===== config.mk =====
export PLATFORM = sky130hd
export DESIGN_NAME = pcr_regs
export DESIGN_NICKNAME = d
export VERILOG_FILES = /design/src/pcr_pkg.sv /design/src/pcr_regs.sv
export SDC_FILE = /design/constraint.sdc
export NUM_CORES = 1
export LEC_CHECK = 0
export ABC_AREA = 1
export BUFFER_PORTS_ARGS = -buffer_cell sky130_fd_sc_hd__buf_4
export CORE_ASPECT_RATIO = 0.75
export CORE_MARGIN = 2
export CORE_UTILIZATION = 46
export CTS_CLUSTER_SIZE = 24
export DETAILED_ROUTE_END_ITERATION = 6
export PLACE_DENSITY = 0.83
export SLEW_MARGIN = 20
export SYNTH_ARGS = -nofsm -noshare
export SYNTH_HDL_FRONTEND = slang
export SYNTH_SLANG_ARGS = --single-unit

===== constraint.sdc =====
create_clock -name CLK_I -period 1.12 [get_ports CLK_I]
set_input_delay 0.112 -clock CLK_I [delete_from_list [all_inputs] [get_ports CLK_I]]
set_output_delay 0.112 -clock CLK_I [all_outputs]
set_load 0.05 [all_outputs]

===== src/pcr_pkg.sv =====
// Package: offsets, reset values and carriers for the channel 5 config bank
package pcr_pkg;

  // ****************************************************************
  // Register offsets, page zero
  // ****************************************************************
  localparam logic [7:0] PAGE_ZERO        = 8'h00;
  localparam logic [7:0] OFF_CH5_INPUT    = 8'h50;
  localparam logic [7:0] OFF_CH5_VOLUME   = 8'h52;
  localparam logic [7:0] OFF_CH5_GAIN     = 8'h53;
  localparam logic [7:0] OFF_CH5_PHASE    = 8'h54;
  localparam logic [7:0] OFF_CH6_INPUT    = 8'h55;

  // ****************************************************************
  // Reset values and field layout
  // ****************************************************************
  localparam logic [7:0] RST_INPUT        = 8'h00;
  localparam logic [7:0] RST_VOLUME       = 8'hC9;
  localparam logic [7:0] RST_GAIN         = 8'h80;
  localparam logic [7:0] RST_PHASE        = 8'h00;
  localparam int         SRC_LSB          = 5;
  localparam int         SRC_MSB          = 6;
  localparam int         GAIN_LSB         = 4;
  localparam logic [7:0] MASK_INPUT       = 8'h60;
  localparam logic [7:0] MASK_GAIN        = 8'hF0;
  localparam logic [1:0] SRC_RESERVED     = 2'h3;
  localparam logic [7:0] VOL_MUTE         = 8'h00;

  // ****************************************************************
  // Carriers
  // ****************************************************************
  typedef struct packed {
    logic       wr;
    logic       rd;
    logic [7:0] page;
    logic [7:0] addr;
    logic [7:0] wdata;
  } pcr_req_t;

  typedef struct packed {
    logic [1:0] chan5_source_select;
    logic       chan5_source_valid;
    logic [7:0] chan5_volume_level;
    logic       chan5_mute;
    logic [3:0] chan5_gain_trim;
    logic [7:0] chan5_phase_delay;
    logic [1:0] chan6_source_select;
    logic       chan6_source_valid;
  } pcr_cfg_t;

endpackage


===== src/pcr_regs.sv =====
// Channel 5 configuration registers plus channel 6 input configuration
`timescale 1ns/1ps
// What this block does
// - Channel 5 source codes 0-2 select PDM pair three; code 3 reserved
// - Volume code 0 mutes; code 1 is -100 dB, 0.5 dB per step
// - Channel 5 volume register at 0x52 resets to C9h, unity gain
// - Gain trim bits 7-4: code 0 is -0.8 dB, 0.1 dB per code
// - Gain trim register at 0x53 resets to 80h; low nibble reads zero
// - Phase field delays channel by that many modulator clock cycles
// - Phase register at 0x54 resets to zero
// - Channel 6 input register at 0x55 resets zero; only bits 6-5 writable
// - Channel 5 input register at 0x50, page zero, resets to zero
module pcr_regs (
  input  wire logic              CLK_I,
  input  wire logic              RST_I,
  input  wire pcr_pkg::pcr_req_t REQ_I,
  output logic [7:0]             RDATA_O,
  output logic                   RVALID_O,
  output pcr_pkg::pcr_cfg_t      CFG_O
);

  // ****************************************************************
  // Storage
  // ****************************************************************
  logic [7:0] ch5_input_ff;
  logic [7:0] ch5_volume_ff;
  logic [7:0] ch5_gain_ff;
  logic [7:0] ch5_phase_ff;
  logic [7:0] ch6_input_ff;
  logic       sel_page;
  logic       wr_hit;

  // Page other than zero leaves this bank untouched
  assign sel_page = (REQ_I.page == pcr_pkg::PAGE_ZERO);
  assign wr_hit   = REQ_I.wr && sel_page;

  always_ff @(posedge CLK_I) begin
    if (RST_I) begin
      ch5_input_ff <= pcr_pkg::RST_INPUT;
    end else if (wr_hit && REQ_I.addr == pcr_pkg::OFF_CH5_INPUT) begin
      ch5_input_ff <= REQ_I.wdata & pcr_pkg::MASK_INPUT;
    end
  end

  always_ff @(posedge CLK_I) begin
    if (RST_I) begin
      ch5_volume_ff <= pcr_pkg::RST_VOLUME;
    end else if (wr_hit && REQ_I.addr == pcr_pkg::OFF_CH5_VOLUME) begin
      ch5_volume_ff <= REQ_I.wdata;
    end
  end

  always_ff @(posedge CLK_I) begin
    if (RST_I) begin
      ch5_gain_ff <= pcr_pkg::RST_GAIN;
    end else if (wr_hit && REQ_I.addr == pcr_pkg::OFF_CH5_GAIN) begin
      ch5_gain_ff <= REQ_I.wdata & pcr_pkg::MASK_GAIN;
    end
  end

  always_ff @(posedge CLK_I) begin
    if (RST_I) begin
      ch5_phase_ff <= pcr_pkg::RST_PHASE;
    end else if (wr_hit && REQ_I.addr == pcr_pkg::OFF_CH5_PHASE) begin
      ch5_phase_ff <= REQ_I.wdata;
    end
  end

  always_ff @(posedge CLK_I) begin
    if (RST_I) begin
      ch6_input_ff <= pcr_pkg::RST_INPUT;
    end else if (wr_hit && REQ_I.addr == pcr_pkg::OFF_CH6_INPUT) begin
      ch6_input_ff <= REQ_I.wdata & pcr_pkg::MASK_INPUT;
    end
  end

  // ****************************************************************
  // Read port
  // ****************************************************************
  logic [7:0] nxt_rdata;

  always_comb begin
    nxt_rdata = 8'h00;
    if (sel_page) begin
      unique case (REQ_I.addr)
        pcr_pkg::OFF_CH5_INPUT:  nxt_rdata = ch5_input_ff;
        pcr_pkg::OFF_CH5_VOLUME: nxt_rdata = ch5_volume_ff;
        pcr_pkg::OFF_CH5_GAIN:   nxt_rdata = ch5_gain_ff;
        pcr_pkg::OFF_CH5_PHASE:  nxt_rdata = ch5_phase_ff;
        pcr_pkg::OFF_CH6_INPUT:  nxt_rdata = ch6_input_ff;
        // Unmapped offsets read zero
        default:                 nxt_rdata = 8'h00;
      endcase
    end
  end

  always_ff @(posedge CLK_I) begin
    if (RST_I) begin
      RDATA_O  <= 8'h00;
      RVALID_O <= 1'b0;
    end else begin
      RVALID_O <= REQ_I.rd;
      if (REQ_I.rd) begin
        RDATA_O <= nxt_rdata;
      end
    end
  end

  // ****************************************************************
  // Datapath settings
  // ****************************************************************
  // Registered so the datapath sees settings one cycle after the write
  always_ff @(posedge CLK_I) begin
    if (RST_I) begin
      CFG_O <= '0;
      CFG_O.chan5_source_valid <= 1'b1;
      CFG_O.chan5_volume_level <= pcr_pkg::RST_VOLUME;
      CFG_O.chan5_gain_trim    <= pcr_pkg::RST_GAIN[7:4];
      CFG_O.chan6_source_valid <= 1'b1;
    end else begin
      CFG_O.chan5_source_select <=
        ch5_input_ff[pcr_pkg::SRC_MSB:pcr_pkg::SRC_LSB];
      CFG_O.chan5_source_valid  <=
        ch5_input_ff[pcr_pkg::SRC_MSB:pcr_pkg::SRC_LSB]
        != pcr_pkg::SRC_RESERVED;
      CFG_O.chan5_volume_level  <= ch5_volume_ff;
      CFG_O.chan5_mute          <= ch5_volume_ff == pcr_pkg::VOL_MUTE;
      CFG_O.chan5_gain_trim     <= ch5_gain_ff[7:pcr_pkg::GAIN_LSB];
      CFG_O.chan5_phase_delay   <= ch5_phase_ff;
      CFG_O.chan6_source_select <=
        ch6_input_ff[pcr_pkg::SRC_MSB:pcr_pkg::SRC_LSB];
      CFG_O.chan6_source_valid  <=
        ch6_input_ff[pcr_pkg::SRC_MSB:pcr_pkg::SRC_LSB]
        != pcr_pkg::SRC_RESERVED;
    end
  end

  // ****************************************************************
  // Checks
  // ****************************************************************
  property p_vol_reset;
    @(posedge CLK_I) RST_I |=> ch5_volume_ff == 8'hC9;
  endproperty
  a_vol_reset: assert property (p_vol_reset)
    else $error("volume reset value wrong");

  property p_gain_reset;
    @(posedge CLK_I) RST_I |=> ch5_gain_ff == 8'h80;
  endproperty
  a_gain_reset: assert property (p_gain_reset)
    else $error("gain trim reset value wrong");

  property p_phase_reset;
    @(posedge CLK_I) RST_I |=> ch5_phase_ff == 8'h00
      && ch5_input_ff == 8'h00;
  endproperty
  a_phase_reset: assert property (p_phase_reset)
    else $error("phase or input reset wrong");

  property p_reserved_zero;
    @(posedge CLK_I) disable iff (RST_I)
      ch5_gain_ff[3:0] == 4'h0 && ch5_input_ff[7] == 1'b0
      && ch5_input_ff[4:0] == 5'h00 && ch6_input_ff[7] == 1'b0
      && ch6_input_ff[4:0] == 5'h00;
  endproperty
  a_reserved_zero: assert property (p_reserved_zero)
    else $error("reserved bit set");

  property p_ch6_write;
    @(posedge CLK_I) disable iff (RST_I)
      wr_hit && REQ_I.addr == 8'h55
      |=> ch6_input_ff[6:5] == $past(REQ_I.wdata[6:5]);
  endproperty
  a_ch6_write: assert property (p_ch6_write)
    else $error("ch6 source write lost");

  property p_ch5_write;
    @(posedge CLK_I) disable iff (RST_I)
      wr_hit && REQ_I.addr == 8'h50
      |=> ch5_input_ff[6:5] == $past(REQ_I.wdata[6:5]);
  endproperty
  a_ch5_write: assert property (p_ch5_write)
    else $error("ch5 source write lost");

  property p_mute;
    @(posedge CLK_I) disable iff (RST_I)
      wr_hit && REQ_I.addr == 8'h52 && REQ_I.wdata == 8'h00
      |=> ##1 CFG_O.chan5_mute;
  endproperty
  a_mute: assert property (p_mute)
    else $error("mute not applied");

  property p_src_valid;
    @(posedge CLK_I) disable iff (RST_I)
      wr_hit && REQ_I.addr == 8'h50
      |=> ##1 CFG_O.chan5_source_valid == ($past(REQ_I.wdata[6:5], 2)
        != 2'h3);
  endproperty
  a_src_valid: assert property (p_src_valid)
    else $error("source validity wrong");

  property p_gain_out;
    @(posedge CLK_I) disable iff (RST_I)
      wr_hit && REQ_I.addr == 8'h53
      |=> ##1 CFG_O.chan5_gain_trim == $past(REQ_I.wdata[7:4], 2);
  endproperty
  a_gain_out: assert property (p_gain_out)
    else $error("gain trim not forwarded");

  property p_phase_out;
    @(posedge CLK_I) disable iff (RST_I)
      wr_hit && REQ_I.addr == 8'h54
      |=> ##1 CFG_O.chan5_phase_delay == $past(REQ_I.wdata, 2);
  endproperty
  a_phase_out: assert property (p_phase_out)
    else $error("phase delay not forwarded");

  // ****************************************************************
  // Read port and refusal checks
  // ****************************************************************
  // Every strobe answered exactly one cycle later
  property p_rd_valid;
    @(posedge CLK_I) disable iff (RST_I)
      REQ_I.rd |=> RVALID_O;
  endproperty
  a_rd_valid: assert property (p_rd_valid)
    else $error("read answer missing");

  // Read data holds until the next strobe
  property p_rd_idle;
    @(posedge CLK_I) disable iff (RST_I)
      !REQ_I.rd |=> !RVALID_O && $stable(RDATA_O);
  endproperty
  a_rd_idle: assert property (p_rd_idle)
    else $error("read port moved without strobe");

  property p_rd_other_page;
    @(posedge CLK_I) disable iff (RST_I)
      REQ_I.rd && REQ_I.page != pcr_pkg::PAGE_ZERO
      |=> RDATA_O == 8'h00;
  endproperty
  a_rd_other_page: assert property (p_rd_other_page)
    else $error("other page read not zero");

  property p_rd_volume;
    @(posedge CLK_I) disable iff (RST_I)
      REQ_I.rd && sel_page && REQ_I.addr == pcr_pkg::OFF_CH5_VOLUME
      |=> RDATA_O == $past(ch5_volume_ff);
  endproperty
  a_rd_volume: assert property (p_rd_volume)
    else $error("volume read back wrong");

  property p_rd_gain;
    @(posedge CLK_I) disable iff (RST_I)
      REQ_I.rd && sel_page && REQ_I.addr == pcr_pkg::OFF_CH5_GAIN
      |=> RDATA_O[3:0] == 4'h0
        && RDATA_O[7:4] == $past(ch5_gain_ff[7:4]);
  endproperty
  a_rd_gain: assert property (p_rd_gain)
    else $error("gain trim read back wrong");

  // A page decode slip would corrupt live settings
  property p_page_refuse;
    @(posedge CLK_I) disable iff (RST_I)
      REQ_I.wr && !sel_page
      |=> $stable(ch5_input_ff) && $stable(ch5_volume_ff)
        && $stable(ch5_gain_ff) && $stable(ch5_phase_ff)
        && $stable(ch6_input_ff);
  endproperty
  a_page_refuse: assert property (p_page_refuse)
    else $error("other page write landed");

  property p_unmapped_refuse;
    @(posedge CLK_I) disable iff (RST_I)
      wr_hit && REQ_I.addr == 8'h51
      |=> $stable(ch5_input_ff) && $stable(ch5_volume_ff)
        && $stable(ch5_gain_ff) && $stable(ch5_phase_ff)
        && $stable(ch6_input_ff);
  endproperty
  a_unmapped_refuse: assert property (p_unmapped_refuse)
    else $error("unmapped write landed");

  // Datapath settings follow a write after two edges
  property p_vol_out;
    @(posedge CLK_I) disable iff (RST_I)
      wr_hit && REQ_I.addr == pcr_pkg::OFF_CH5_VOLUME
      |=> ##1 CFG_O.chan5_volume_level == $past(REQ_I.wdata, 2);
  endproperty
  a_vol_out: assert property (p_vol_out)
    else $error("volume not forwarded");

  property p_unmute;
    @(posedge CLK_I) disable iff (RST_I)
      wr_hit && REQ_I.addr == pcr_pkg::OFF_CH5_VOLUME && REQ_I.wdata != 8'h00
      |=> ##1 !CFG_O.chan5_mute;
  endproperty
  a_unmute: assert property (p_unmute)
    else $error("mute held at nonzero volume");

  property p_ch6_valid;
    @(posedge CLK_I) disable iff (RST_I)
      wr_hit && REQ_I.addr == pcr_pkg::OFF_CH6_INPUT
      |=> ##1 CFG_O.chan6_source_valid == ($past(REQ_I.wdata[6:5], 2)
        != 2'h3);
  endproperty
  a_ch6_valid: assert property (p_ch6_valid)
    else $error("ch6 source validity wrong");

  property p_cfg_reset;
    @(posedge CLK_I) RST_I
      |=> CFG_O.chan5_volume_level == pcr_pkg::RST_VOLUME
        && CFG_O.chan5_gain_trim == 4'h8
        && CFG_O.chan5_phase_delay == 8'h00
        && !CFG_O.chan5_mute;
  endproperty
  a_cfg_reset: assert property (p_cfg_reset)
    else $error("datapath settings reset wrong");

endmodule


==> results by group <==
Timing
  • Slew headroom: 78.74%
  • Tcrit/Tclk final: 91.03%
  • Maximum clock frequency: 980.8 MHz
  • Final Setup Violations: 0
  • Worst Tran Pin Value: 0.3160 ns
  • Fin crit period: 1.020 ns
  • Slew Viols, Final: 0
  • Fin. Hold Viols: 0
  • Final clock skew: 0.004940 ns
  • Fin worst setup slack: 0.1004 ns
  • RSZ-0062 raised after global routing: false

Worst setup path
  • Startpoint types: input port
  • Crit Path Category: input port to flop
  • Reg2reg setup slack: 0.14 ns
  • Biggest fanout along the worst timing path: 16
  • CP Cell Sequence: buf_4, inv_1, nand2_1, nor2_2, buf_4, nand4_4, o21ai_1, a21oi_1
  • Slowest CP cell: nand4_4
  • CP dominant cell by count: buf_4
  • Worst setup EP type: flop
  • Reg2reg start: ch5_volume_ff[0]
  • WP data arrival: 1.24 ns
  • Critical Path RT: 1.34 ns
  • Reg2reg end: CFG_O[15]
  • Peak per-stage delay on the critical path: 0.26 ns
  • R2r worst-path depth: 3

Floorplanning
  • Count of standard-cell rows: 22
  • Die W: 84.89 um
  • Die Ht: 64.67 um
  • Initial Utilization: 46.86%
  • Core footprint: 0.004817 mm2
  • Top Ports: 64
  • Die area: 0.005489 mm2

Place
  • Placer Congestion: 0.8665
  • IO buf count: 63
  • Pre-CTS WS: -0.3025 ns
  • DP HPWL: 3912 um
  • Placed Cells: 388

Synth
  • Cell count after synthesis: 265
  • Sequential element share of the synthesized area: 53.22%
  • Post-Syn Area: 0.002257 mm2
  • Primary FF master, synth: dfxtp_1
  • Number of synthesized flops with an enable pin: 0
  • Syn_nets: 293
  • Async S/R FF share, synth: 0%
  • Yosys top cell area share: 53.22%
  • Unique masters post-synth: 29
  • Synth area leader: dfxtp_1
  • Area contributors post-synth: dfxtp_1 53%, a21oi_1 6.0%, nand3_1 6.0%
  • Yosys reg bits: 60
  • Syn Area/Cell: 8.518 um2
  • Ys Warns: 0

Final layout
  • Share of layout cells above drive strength 1: 33.24%
  • Most common cell after layout, fill and taps aside: buf_4
  • Final Non-Filler Cells: 406
  • Final core utilization: 62.88%
  • Area grow syn2layout: 34.20%
  • Antenna fix cells: 0
  • Final #Nets: 369
  • Fillers: 436
  • Most frequent cells in the layout: 75 x buf_4, 60 x dfxtp_1, 30 x nand2_1, 28 x nor2_1

Run
  • MaxCap Viol Count: 0

Power and ir drop
  • Int Pwr: 3372 uW
  • Switching power: 929.4 uW
  • Sw Share: 21.61%
  • Clock power share: 44.9%
  • Logic pwr share: 5.4%
  • Sequential power share: 49.7%
  • VDD IR-drop max: 0.0009835 V
  • Leakage: 0.001341 uW
  • Power per cell area: 1420 mW/mm2

Global route
  • Largest net degree at the start of global routing: 17
  • Total GRT Usage: 21.12%
  • Initial antenna violation count: 0
  • Grt total ovfl: 0
  • Vias in the first global route: 1830
  • First-pass GRT wire length: 8832 um

Clock tree
  • Clk root buf: clkbuf_8
  • CTS sink count: 60
  • Post-CTS setup buffer count: 0
  • Longest Clk Path Bufs: 2
  • Worst-path clk slew: 0.07 ns
  • Num CTS Buffers: 9
  • CTS tree: done
  • H-tree depth: 3
  • Worst-Skew Late Latency: 0.33 ns

Route
  • Vias/cell: 4.850
  • Drt initial violations: 126
  • Drt first pass iters: 4
  • DRC: 0
  • Wire per inst: 13.04 um
  • Routed WL: 5295 um
  • Routed vias: 1969
  • Routed Antenna Nets: 0

Hold path
  • Worst hold endpoint: ch5_volume_ff[7]
  • HP Class: input port to flop
  • Hold path depth: 3
  • Hold Startpoint: REQ_I[7]

Run status
  • Outcome: completed
## per-layer routing
metal  vias up  track usage (%)  wire length [um]
met5         -                0                 0
met4         0            5.357                35
met3         4            8.280               338
met2        62            31.00              2350
met1       889            29.15              2571
li1       1014                -                 -
## synth_stat cells, types with 3 or more instances
master / number
nand2_2: 3
or2_2: 3
o21ai_1: 11
nand3_1: 27
nor2_4: 3
dfxtp_1: 60
buf_6: 4
nand2_1: 30
inv_1: 27
o21ai_0: 14
inv_2: 3
nor2_1: 28
a21oi_1: 27
clkbuf_1: 6
## cell type report
cell class	instances	area (um2)	share of cell area, %
clock buffers	11	151.4	4.998
clock inverters	5	50.05	1.652
inverters	31	116.4	3.841
multi-input cells	162	852.1	28.13
flip-flops and latches	60	1201	39.65
well taps	60	75.07	2.478
repair buffers	77	583.1	19.25
## flip-flops by register name, summed over array words and instances (netlist names)
| signal | cells |
|---|---|
| ch5_input_ff | 2 |
| ch5_volume_ff | 8 |
| RDATA_O | 8 |
| ch5_gain_ff | 4 |
| ch6_input_ff | 2 |
| CFG_O | 27 |
| RVALID_O | 1 |
| ch5_phase_ff | 8 |
## critical path: cells and delay by family
kind | cells | cell delay (ns)
compound gates | 2 | 0.32
buf+inv | 3 | 0.36
simple gates | 3 | 0.43
## per-stage QoR
stage | area (um2) | setup TNS [ns] | total power [uW] | hold WS (ns)
after floorplan | 2257 | 0 | 2289 | 0.2252
after global placement | 2808 | -3.175 | 2408 | 0.3319
after detailed placement | 2808 | -4.441 | 2411 | 0.3293
after CTS | 3029 | 0 | 4350 | 0.0006329
after global routing | 3029 | 0 | 4499 | 0.02699
final | 3029 | 0 | 4302 | 0.01536
## cell families after synthesis
kind of cell	share of synthesized area, %
AND/OR/NAND/NOR	24.22
flip-flops	53.21
AO/OA/AOI/OAI	13.53
buffers and inverters	9.035
## repair_timing
action	in CTS	in global routing
endpoints found under the hold margin	2	0
hold buffers	2	0
setup endpoints to repair	0	2
resized for setup	0	2
## power by group through the flow
stage          logic (uW)  clock network (uW)  registers (uW)
4_1_cts               233                1980            2140
6_report              234                1930            2140
3_3_place_gp          224                   0            2180
2_1_floorplan        98.3                   0            2190
5_1_grt               256                2110            2130
3_5_place_dp          227                   0            2180
## worst max-delay path by stage
| stage | start | to | slack (ns) | cells after the start |
|---|---|---|---|---|
| 3_5_place_dp | REQ_I[15] | ch5_phase_ff[1] | -0.30 | 8 |
| 3_3_place_gp | REQ_I[15] | ch5_phase_ff[1] | -0.28 | 8 |
| 4_1_cts | REQ_I[15] | ch5_phase_ff[1] | 0.07 | 8 |
| 5_1_grt | REQ_I[13] | ch5_phase_ff[1] | 0.004 | 8 |
| 6_report | REQ_I[15] | ch5_phase_ff[1] | 0.10 | 8 |
| 2_1_floorplan | REQ_I[15] | ch6_input_ff[5] | 0.11 | 8 |
Note: power is estimated with default switching activity, not from simulation.
